`src/shared/umbt_pkg.sv`:
```
// umbt_pkg: register map, field layouts, modes and state record of the
// serial port mode, baud and idle time-out configuration slice.
// assumes a 32-bit register port with byte addresses on 8 bits.
`default_nettype none
package umbt_pkg;

    // register byte offsets
    localparam logic [7:0] UMBT_OFS_TOR  = 8'h20;
    localparam logic [7:0] UMBT_OFS_BAUD = 8'h24;
    localparam logic [7:0] UMBT_OFS_IR   = 8'h28;
    localparam logic [7:0] UMBT_OFS_ALT  = 8'h2C;
    localparam logic [7:0] UMBT_OFS_FUN  = 8'h30;
    localparam logic [7:0] UMBT_OFS_STAT = 8'h3C;

    // reset values
    localparam logic [31:0] UMBT_TOR_RST  = 32'h0000_0000;
    localparam logic [31:0] UMBT_BAUD_RST = 32'h0F00_0000;
    localparam logic [31:0] UMBT_IR_RST   = 32'h0000_0040;
    localparam logic [31:0] UMBT_ALT_RST  = 32'h0000_000C;
    localparam logic [31:0] UMBT_FUN_RST  = 32'h0000_0000;

    // writable bits; reserved bits stay zero
    localparam logic [31:0] UMBT_TOR_WMASK  = 32'h0000_FFFF;
    localparam logic [31:0] UMBT_BAUD_WMASK = 32'h3F00_FFFF;
    localparam logic [31:0] UMBT_IR_WMASK   = 32'h0000_0062;
    localparam logic [31:0] UMBT_ALT_WMASK  = 32'hFF00_87CF;
    localparam logic [31:0] UMBT_FUN_WMASK  = 32'h0000_0003;

    // bit-time prescale factor when no extra divider is in use
    localparam int          UMBT_M_DEFAULT = 16;
    localparam logic [3:0]  UMBT_M_DEF_LAST = 4'(UMBT_M_DEFAULT - 1);
    localparam logic [3:0]  UMBT_M_ONE_LAST = 4'h0;

    // port personality codes
    localparam logic [1:0] UMBT_PERS_UART  = 2'h0;
    localparam logic [1:0] UMBT_PERS_LIN   = 2'h1;
    localparam logic [1:0] UMBT_PERS_IRDA  = 2'h2;
    localparam logic [1:0] UMBT_PERS_RS485 = 2'h3;

    typedef struct packed {
        logic [15:0] rsvd;
        logic [7:0]  tx_gap_length;
        logic [7:0]  idle_compare_value;
    } umbt_tor_t;

    typedef struct packed {
        logic [1:0]  rsvd_hi;
        logic        xdiv_enable;
        logic        xdiv_one;
        logic [3:0]  xdiv_value;
        logic [7:0]  rsvd_mid;
        logic [15:0] baud_divisor;
    } umbt_baud_t;

    typedef struct packed {
        logic [24:0] rsvd_hi;
        logic        infrared_rx_invert;
        logic        infrared_tx_invert;
        logic [2:0]  rsvd_mid;
        logic        tx_direction;
        logic        rsvd_lo;
    } umbt_ir_t;

    typedef struct packed {
        logic [7:0]  addr_match;
        logic [7:0]  rsvd_hi;
        logic        multidrop_addr_detect_enable;
        logic [3:0]  rsvd_mid;
        logic        auto_direction_mode;
        logic        auto_address_mode;
        logic        normal_multidrop_mode;
        logic        lin_tx_break;
        logic        lin_rx_enable;
        logic [1:0]  rsvd_lo;
        logic [3:0]  break_length;
    } umbt_alt_t;

    typedef struct packed {
        logic [29:0] rsvd;
        logic [1:0]  port_personality;
    } umbt_fun_t;

    typedef struct packed {
        logic [15:0] rsvd_hi;
        logic [7:0]  idle_count;
        logic [4:0]  rsvd_lo;
        logic        break_busy;
        logic        gap_busy;
        logic        idle_flag;
    } umbt_stat_t;

    // mode settings handed to the serial engines
    typedef struct packed {
        logic [1:0] port_personality;
        logic       lin_rx_enable;
        logic [7:0] addr_match;
        logic       multidrop_addr_detect_enable;
        logic       auto_direction_mode;
        logic       auto_address_mode;
        logic       normal_multidrop_mode;
    } umbt_mode_t;

    typedef enum logic [1:0] {
        UMBT_BRK_IDLE = 2'b01,
        UMBT_BRK_SEND = 2'b10
    } umbt_brk_t;

    typedef enum logic [1:0] {
        UMBT_GAP_IDLE = 2'b01,
        UMBT_GAP_WAIT = 2'b10
    } umbt_gap_t;

    typedef struct packed {
        umbt_tor_t   tor;
        umbt_baud_t  baud;
        umbt_ir_t    ir;
        umbt_alt_t   alt;
        umbt_fun_t   fun;
        logic [31:0] rdata;
        logic [16:0] presc;
        logic [3:0]  mcnt;
        logic        sample_tick;
        logic        bit_tick;
        logic [7:0]  idle_cnt;
        logic        idle_flag;
        umbt_brk_t   brk_st;
        logic [3:0]  brk_cnt;
        umbt_gap_t   gap_st;
        logic [7:0]  gap_cnt;
        logic [1:0]  ir_sync;
        logic        ir_rx_q;
        logic        ir_tx_q;
    } umbt_state_t;

endpackage
`default_nettype wire

```
`src/umbt_cfg.sv`:
```
// umbt_cfg: mode, baud generator, idle time-out and transmit gap / break
// timing of a multi-function serial port.
// assumes the receive buffer, shifters and interrupt enables live outside and
// run on clk; only the infrared receive pin is asynchronous.
`timescale 1ns/100ps
`default_nettype none

module umbt_cfg
    import umbt_pkg::*;
(
    // clock and reset
    input  wire logic        clk,
    input  wire logic        sys_rst,

    // register port
    input  wire logic [7:0]  reg_addr,
    input  wire logic [31:0] reg_wdata,
    input  wire logic        reg_wr,
    input  wire logic        reg_rd,
    output logic      [31:0] reg_rdata,

    // receive buffer events
    input  wire logic        rx_word_push,
    input  wire logic        rx_buf_empty,
    input  wire logic        rx_buf_read,
    input  wire logic        idle_irq_enable,
    output logic             idle_timeout_flag,
    output logic             idle_timeout_irq,

    // baud rate enables
    output logic             sample_tick,
    output logic             bit_tick,

    // transmit pacing
    input  wire logic        tx_char_done,
    output logic             tx_gap_hold,
    output logic             lin_break_active,

    // infrared line
    input  wire logic        ir_rx_pin,
    output logic             ir_rx_data,
    output logic             ir_rx_enable,
    input  wire logic        ir_tx_data,
    output logic             ir_tx_pin,
    output logic             ir_tx_enable,

    // mode settings
    output umbt_mode_t       mode_cfg
);

    umbt_state_t s_r;
    umbt_state_t s_nxt;

    // last value of the bit-time prescale counter, i.e. M minus one
    function automatic logic [3:0] m_last(input umbt_baud_t b);
        logic [3:0] r;
        r = UMBT_M_DEF_LAST;
        if (b.xdiv_one)
        begin
            r = UMBT_M_ONE_LAST;
        end
        else if (b.xdiv_enable)
        begin
            r = b.xdiv_value;
        end
        return r;
    endfunction

    logic        wr_tor;
    logic        wr_baud;
    logic        wr_ir;
    logic        wr_alt;
    logic        wr_fun;
    logic [16:0] presc_last;
    logic        presc_wrap;
    logic        rx_activity;
    logic        is_lin;
    logic        is_irda;
    umbt_stat_t  stat;

    assign wr_tor      = reg_wr && (reg_addr == UMBT_OFS_TOR);
    assign wr_baud     = reg_wr && (reg_addr == UMBT_OFS_BAUD);
    assign wr_ir       = reg_wr && (reg_addr == UMBT_OFS_IR);
    assign wr_alt      = reg_wr && (reg_addr == UMBT_OFS_ALT);
    assign wr_fun      = reg_wr && (reg_addr == UMBT_OFS_FUN);
    // divisor plus two clocks per prescale period
    assign presc_last  = {1'b0, s_r.baud.baud_divisor} + 17'h0_0001;
    assign presc_wrap  = (s_r.presc == presc_last);
    assign rx_activity = rx_word_push || rx_buf_read;
    assign is_lin      = (s_r.fun.port_personality == UMBT_PERS_LIN);
    assign is_irda     = (s_r.fun.port_personality == UMBT_PERS_IRDA);

    always_comb
    begin
        stat            = '0;
        stat.idle_count = s_r.idle_cnt;
        stat.break_busy = (s_r.brk_st == UMBT_BRK_SEND);
        stat.gap_busy   = (s_r.gap_st == UMBT_GAP_WAIT);
        stat.idle_flag  = s_r.idle_flag;
    end

    always_comb
    begin
        s_nxt = s_r;

        // register writes; reserved bits forced to zero
        if (wr_tor)
        begin
            s_nxt.tor = umbt_tor_t'(reg_wdata & UMBT_TOR_WMASK);
        end
        if (wr_baud)
        begin
            s_nxt.baud = umbt_baud_t'(reg_wdata & UMBT_BAUD_WMASK);
        end
        if (wr_ir)
        begin
            s_nxt.ir = umbt_ir_t'(reg_wdata & UMBT_IR_WMASK);
        end
        if (wr_alt)
        begin
            s_nxt.alt = umbt_alt_t'(reg_wdata & UMBT_ALT_WMASK);
        end
        if (wr_fun)
        begin
            s_nxt.fun = umbt_fun_t'(reg_wdata & UMBT_FUN_WMASK);
        end

        // read data stand exactly one cycle after the strobe
        s_nxt.rdata = '0;
        if (reg_rd)
        begin
            case (reg_addr)
                UMBT_OFS_TOR:  s_nxt.rdata = s_r.tor;
                UMBT_OFS_BAUD: s_nxt.rdata = s_r.baud;
                UMBT_OFS_IR:   s_nxt.rdata = s_r.ir;
                UMBT_OFS_ALT:  s_nxt.rdata = s_r.alt;
                UMBT_OFS_FUN:  s_nxt.rdata = s_r.fun;
                UMBT_OFS_STAT: s_nxt.rdata = stat;
                default:       s_nxt.rdata = '0;
            endcase
        end

        // baud generator: prescaler, then M stage
        s_nxt.sample_tick = 1'b0;
        s_nxt.bit_tick    = 1'b0;
        if (wr_baud)
        begin
            // restart so a new divisor never sees a stale count
            s_nxt.presc = '0;
            s_nxt.mcnt  = '0;
        end
        else if (presc_wrap)
        begin
            s_nxt.presc       = '0;
            s_nxt.sample_tick = 1'b1;
            if (s_r.mcnt >= m_last(s_r.baud))
            begin
                s_nxt.mcnt     = '0;
                s_nxt.bit_tick = 1'b1;
            end
            else
            begin
                s_nxt.mcnt = s_r.mcnt + 4'h1;
            end
        end
        else
        begin
            s_nxt.presc = s_r.presc + 17'h0_0001;
        end

        // receive idle counter
        if (rx_activity || rx_buf_empty)
        begin
            s_nxt.idle_cnt = '0;
        end
        else if (s_r.bit_tick && (s_r.idle_cnt != s_r.tor.idle_compare_value))
        begin
            s_nxt.idle_cnt = s_r.idle_cnt + 8'h01;
        end

        // time-out flag: every clear cause excludes the set, so none is lost
        if (!rx_buf_empty && !rx_activity
            && (s_r.idle_cnt == s_r.tor.idle_compare_value))
        begin
            s_nxt.idle_flag = 1'b1;
        end
        else if (rx_word_push || rx_buf_empty)
        begin
            s_nxt.idle_flag = 1'b0;
        end
        else if (rx_buf_read)
        begin
            s_nxt.idle_flag = 1'b0;
        end

        // inter-character gap
        case (s_r.gap_st)
            UMBT_GAP_IDLE:
            begin
                if (tx_char_done && (s_r.tor.tx_gap_length != 8'h00))
                begin
                    s_nxt.gap_st  = UMBT_GAP_WAIT;
                    s_nxt.gap_cnt = '0;
                end
            end
            UMBT_GAP_WAIT:
            begin
                if (s_r.bit_tick)
                begin
                    if (s_r.gap_cnt + 8'h01 >= s_r.tor.tx_gap_length)
                    begin
                        s_nxt.gap_st = UMBT_GAP_IDLE;
                    end
                    else
                    begin
                        s_nxt.gap_cnt = s_r.gap_cnt + 8'h01;
                    end
                end
            end
            default:
            begin
                s_nxt.gap_st = UMBT_GAP_IDLE;
            end
        endcase

        // LIN break: starts on a bit boundary, lasts length plus one bits
        case (s_r.brk_st)
            UMBT_BRK_IDLE:
            begin
                if (s_r.alt.lin_tx_break && is_lin && s_r.bit_tick)
                begin
                    s_nxt.brk_st  = UMBT_BRK_SEND;
                    s_nxt.brk_cnt = '0;
                end
            end
            UMBT_BRK_SEND:
            begin
                if (!s_r.alt.lin_tx_break || !is_lin)
                begin
                    // software withdrew the request or left the LIN personality
                    s_nxt.brk_st = UMBT_BRK_IDLE;
                end
                else if (s_r.bit_tick)
                begin
                    if (s_r.brk_cnt == s_r.alt.break_length)
                    begin
                        s_nxt.brk_st = UMBT_BRK_IDLE;
                        // a write in this cycle keeps its own value
                        if (!wr_alt)
                        begin
                            s_nxt.alt.lin_tx_break = 1'b0;
                        end
                    end
                    else
                    begin
                        s_nxt.brk_cnt = s_r.brk_cnt + 4'h1;
                    end
                end
            end
            default:
            begin
                s_nxt.brk_st = UMBT_BRK_IDLE;
            end
        endcase

        // infrared paths; disabled direction idles with no pulse
        s_nxt.ir_sync = {s_r.ir_sync[0], ir_rx_pin};
        s_nxt.ir_rx_q = 1'b0;
        if (is_irda && !s_r.ir.tx_direction)
        begin
            s_nxt.ir_rx_q = s_r.ir_sync[1] ^ s_r.ir.infrared_rx_invert;
        end
        s_nxt.ir_tx_q = s_r.ir.infrared_tx_invert;
        if (is_irda && s_r.ir.tx_direction)
        begin
            s_nxt.ir_tx_q = ir_tx_data ^ s_r.ir.infrared_tx_invert;
        end
    end

    always_ff @(posedge clk or posedge sys_rst)
    begin
        if (sys_rst)
        begin
            s_r             <= '0;
            s_r.tor         <= umbt_tor_t'(UMBT_TOR_RST);
            s_r.baud        <= umbt_baud_t'(UMBT_BAUD_RST);
            s_r.ir          <= umbt_ir_t'(UMBT_IR_RST);
            s_r.alt         <= umbt_alt_t'(UMBT_ALT_RST);
            s_r.fun         <= umbt_fun_t'(UMBT_FUN_RST);
            s_r.brk_st      <= UMBT_BRK_IDLE;
            s_r.gap_st      <= UMBT_GAP_IDLE;
        end
        else
        begin
            s_r <= s_nxt;
        end
    end

    // outputs
    assign reg_rdata         = s_r.rdata;
    assign idle_timeout_flag = s_r.idle_flag;
    assign idle_timeout_irq  = s_r.idle_flag && idle_irq_enable;
    assign sample_tick       = s_r.sample_tick;
    assign bit_tick          = s_r.bit_tick;
    assign tx_gap_hold       = (s_r.gap_st == UMBT_GAP_WAIT);
    assign lin_break_active  = (s_r.brk_st == UMBT_BRK_SEND);
    assign ir_rx_data        = s_r.ir_rx_q;
    assign ir_tx_pin         = s_r.ir_tx_q;
    assign ir_rx_enable      = is_irda && !s_r.ir.tx_direction;
    assign ir_tx_enable      = is_irda && s_r.ir.tx_direction;

    // is left to software: all three mode bits pass through unchanged
    assign mode_cfg.port_personality             = s_r.fun.port_personality;
    assign mode_cfg.lin_rx_enable                = s_r.alt.lin_rx_enable;
    assign mode_cfg.addr_match                   = s_r.alt.addr_match;
    assign mode_cfg.multidrop_addr_detect_enable = s_r.alt.multidrop_addr_detect_enable;
    assign mode_cfg.auto_direction_mode          = s_r.alt.auto_direction_mode;
    assign mode_cfg.auto_address_mode            = s_r.alt.auto_address_mode;
    assign mode_cfg.normal_multidrop_mode        = s_r.alt.normal_multidrop_mode;

endmodule
`default_nettype wire

```
`config.mk`:
```
export PLATFORM = sky130hd
export DESIGN_NAME = umbt_cfg
export DESIGN_NICKNAME = d
export VERILOG_FILES = /design/src/shared/umbt_pkg.sv /design/src/umbt_cfg.sv
export SDC_FILE = /design/constraint.sdc
export NUM_CORES = 1
export LEC_CHECK = 0
export BUFFER_PORTS_ARGS = -buffer_cell sky130_fd_sc_hd__buf_2
export CAP_MARGIN = 10
export CORE_ASPECT_RATIO = 1.25
export CORE_MARGIN = 2
export CORE_UTILIZATION = 60
export DETAILED_ROUTE_END_ITERATION = 7
export GPL_TIMING_DRIVEN = 1
export PLACE_DENSITY = 0.91
export REMOVE_ABC_BUFFERS = 1
export SYNTH_ARGS = -nofsm -noshare
export SYNTH_HDL_FRONTEND = slang
export SYNTH_SLANG_ARGS = --single-unit
```
`constraint.sdc`:
```
create_clock -name clk -period 9.1 [get_ports clk]
set_input_delay 0.455 -clock clk [delete_from_list [all_inputs] [get_ports clk]]
set_output_delay 0.455 -clock clk [all_outputs]
set_load 0.01 [all_outputs]
```
# Yosys cells after proc, flatten, opt, wreduce, memory -nomap -nowiden
# Cells that the tools add are included.
[word_totals]
elab_cells = 140
register_bits = 145
latch_bits = 0
ramBits = 0
mem_count = 0
output_inout_bits = 57
in_bits = 51
mem_bits_ro = 0
[classes]
n_div = 0
n_mul = 0
n_addsub = 6
reduce_logical = 33
n_lt_le_gt_ge = 2
shifts = 0
n_bitwise = 2
muxes = 39
n_eq_ne = 26
[op_table]
columns = ["cell", "count"]
rows = [
  ["case mux 32 bit (6 select lines)", 1],
  ["== test 8 x 6 -> 1 bit, second input constant", 6],
  ["two-way mux 32 bit", 1],
  ["two-way mux 8 bit", 4],
  ["two-way mux 4 bit", 7],
  ["two-way mux 21 bit", 1],
  ["two-way mux 10 bit", 2],
  ["two-way mux 6 bit", 3],
  ["adder 16 x 1 -> 17 bit, second input constant", 1],
  ["adder 17 x 1 -> 17 bit, second input constant", 1],
  ["== test 17 bit", 1],
  ["two-way mux 17 bit", 1],
  ["adder 8 x 1 -> 8 bit, second input constant", 2],
  ["case mux 8 bit (2 select lines)", 1],
  ["logical AND 1 bit", 14],
  ["two-way mux 1 bit", 11],
  ["!= test 2 bit, second input constant", 5],
  ["adder 4 x 1 -> 4 bit, second input constant", 2],
  ["== test 8 bit", 1],
  [">= comparator 8 bit", 1],
  ["two-way mux 2 bit", 4],
  ["!= test 8 bit", 1],
  ["case mux 2 bit (2 select lines)", 2],
  ["case mux 4 bit (2 select lines)", 1],
  ["other kinds (15)", 34],
]

# Logic depth before layout (Yosys ltp)
[logic_depth]
word_depth = 8
depth_mapped = 11
mapped_depth_nobuf = 10

# Least setup slack after synthesis
# OpenSTA, ideal clock, no wires.
[synth_path]
path_type = "reg-to-reg"
from = "register s_r[180] (netlist name)"
to = "register s_r[36] (netlist name)"
path_slack_ns = 6.347
stages_incl_launch_ff = 9
required_time_ns = 8.980
n_path_buf = 0
synth_period_minus_slack_ns = 2.753
arrival_time_ns = 2.634
setup_ns = 0.120
cell_sequence = "dfrtp_1 > ha_1 > and3_1 > a21oi_2 > a2111o_1 > a2111oi_4 > nand3_4 > or4b_4 > and3_1"
[synth_lines]
columns = ["item", "line", "text"]
rows = [
  ["from (decl)", "umbt_cfg.sv:51", "umbt_state_t s_r;"],
  ["from (signal assigned)", "umbt_cfg.sv:295", "s_r <= s_nxt;"],
]

==> summary.md <==
| Metric | Value |
|---|---|
| Total Die Area | 13370 sq um |
| Delay-heaviest family, CP | compound AO/OA/AOI/OAI gates |
| Core ar. | 12160 sq um |
| Maximum fanout along the worst path | 16 |
| Commonest non-fill, non-tap cells in the layout | 128 x dfrtp_1, 100 x nand2_1, 92 x buf_2 |
| CTS Hold Bufs | 0 |
| Row count | 45 |
| Final non-filler cell total | 985 |
| Pwr/cell area | 182.7 nW/um^2 |
| Vias in the first global route | 5972 |
| Multi-input gate area | 3466 sq um |
| Synth area leaders | dfrtp_1 43%, mux2_2 6.2%, nand2_1 5.0% |
| Slowest CP cell | o21ai_1 |
| # diodes | 0 |
| Sequential fraction of the synthesis area | 0.4602 |
| Setup TNS | 0 ps |
| Layout Nets | 879 |
| DP Area | 7729 sq um |
| Final slew viol count | 0 |
| CTS tree | done |
| #FFs+latches synth | 137 |
| Residual DRC | 0 |
| Path depth of the worst reg2reg path | 8 |
| Final instance area | 8234 sq um |
| Layout cells sized above 1 | 0.2278 |
| Placer congestion estimate | 0.9087 |
| Crit path kind | reg -> reg |
| I/O pin count | 108 |
| Worst VDD drop | 0.0001194 V |
| Clk pin slew, worst setup/hold paths | 60 ps |
| Clk sinks | 137 |
| Routed via count | 6042 |
| Input/output buffers | 91 |
| Inserted Clock Buffers | 17 |
| WP buf/inv | 0 |
| Slew headroom | 0.2893 |
| Final setup viols | 0 |
| CTS max path bufs | 2 |
| M1 wire length | 6927 um |
| Fin crit share | 0.3840 |
| Post-synth cell types | 63 |
| Root Driver | clkbuf_16 |
| GRT Util Overall | 0.2801 |
| Die W | 103.8 um |
| Layout area overhead | 10.18% |
| Synthesized instance count | 766 |
| Arrival time at the worst endpoint | 3750 ps |
| Ys async rst share | 1.000 |
| Outcome | complete, no violations |
| EDFF count, synth | 0 |
| DR vias/cell | 6.134 |
| CP required | 9360 ps |
| Synth area leader | dfrtp_1 |
| Worst Hold Class | in -> async |
| WL met3 | 1180 um |
| Lkg Pwr | 3.967 nW |
| Critical path launch point type | flip-flop |
| Crit-path max cell delay | 850 ps |
| Placed Cells | 954 |
| Max Freq | 286.1 MHz |
| Initial DRC count | 709 |
| Die Ht | 128.8 um |
| HPWL Detailed | 11850 um |
| Routed length per instance | 18.38 um |
| Total Wirelength | 18100 um |
| H-tree depth | 4 |
| Ys Warns | 0 |
| RSZ-0062 raised after global routing | no |
| Top-area cell type share of the netlist area | 0.4286 |
| Most common cell after layout, fill and taps aside | dfrtp_1 |
| Initial antenna violation count | 0 |
| Met2 Wirelength | 9271 um |
| Final-report hold violation count | 0 |
| Max-cap violations | 0 |
| Setup Skew | 7.812 ps |
| Skew-Pair Late Insertion Delay | 420 ps |
| Minimum clock period after layout | 3495 ps |
| 1st-pass router iterations | 6 |
| Antenna-violating nets left | 0 |
| Post-CTS sizing | 0 |
| Post-Synthesis Cell Area | 7473 sq um |
| Worst setup EP type | flip-flop |
| Register area | 3440 sq um |
| First-pass GRT wire length | 29390 um |
| Largest net degree at the start of global routing | 71 |
| Mapped Avg Cell Area | 9.756 sq um |
| Postcts setup bufs | 0 |
| Initial Util | 0.6145 |
| Worst slew pin tran | 1062 ps |
| Top routing layer in use | met4 |
| FILL cells | 868 |
| Cell repeated most along the worst path | nand3_1 |
| Worst-path cell chain | ha_1 > nand3_1 > nor4_2 > nand3_1 > a2111oi_4 > nand3_4 > o21ai_1 > nor2_1 |
| Grt ovf | 0 |
| Stages on worst setup path | 8 |
| Synth Flop Type | dfrtp_1 |
[Yosys cell counts, drive strengths merged, types with 7 or more instances]
library cell,n
nand4,12
dfstp,9
ha,18
xnor2,27
nor4,7
buf,57
dfrtp,128
o21ai,28
nor3,13
o211ai,7
nand3,27
and2,8
nand2,100
mux2,41
inv,28
nor2,68
a222oi,9
a22oi,11
clkbuf,24
and3,10
xor2,33
a21oi,24
a21o,8
[power by group]
part | total, W | switching, W | internal [W] | leakage (nW)
clock network | 0.000597 | 0.000241 | 0.000356 | 0.251
logic | 0.000201 | 0.000111 | 0.0000901 | 1.88
registers | 0.000706 | 0.0000569 | 0.000650 | 1.83
[worst paths after layout]
check,slack [ps],endpoint,start
max in group asynchronous,7690,s_r[217],sys_rst
hold reg to reg,350,s_r[3],s_nxt[3]
setup / recovery,5610,s_r[48],s_r[180]
setup reg to reg,5610,s_r[48],s_r[180]
hold / removal,110,s_r[6],sys_rst
min in group clk,140,s_nxt[3],ir_rx_pin
[state kept, by name, summed over array words and instances, names as in the netlist]
signal and cells:
s_r 92, reg_rdata 24, mode_cfg 15, bit_tick 1
idle_timeout_flag 1, ir_rx_data 1, ir_tx_pin 1, s_nxt 1
sample_tick 1
[cells by family after synthesis]
logic type      after synthesis  synth area share
xor+xnor                     60           0.07132
fa+ha+maj                    19           0.03148
buf+inv                     109           0.08086
compound gates              117            0.1082
flops                       137            0.4602
mux                          46           0.06847
other cells                   1         0.0005018
simple gates                277            0.1790
[final cells by class]
type	instances	share of cell area
multi-input combinational	527	0.4209
sequential	137	0.4177
timing repair buffer	99	0.06230
clock buffer	25	0.05774
tap	164	0.02492
inverter	28	0.01337
clock inverter	5	0.003039
[routing by layer]
metal	global-route usage	up-vias
li1	-	2707
met1	0.3275	2963
met2	0.4849	299
met3	0.06231	73
met4	0.1510	0
met5	0	-
[through the flow]
step	hold WS (ps)	util	worst slack, ps	total power [W]
finish	111.0	0.6771	5605	0.001504
detailed placement	339.5	0.6355	5636	0.0009102
floorplan	331.2	-	4992	0.0008447
global route	139.7	0.6771	5386	0.001564
global placement	336.4	0.6355	5800	0.0008989
CTS	132.6	0.6766	5622	0.001505
Power figures use the tool's default switching activity.
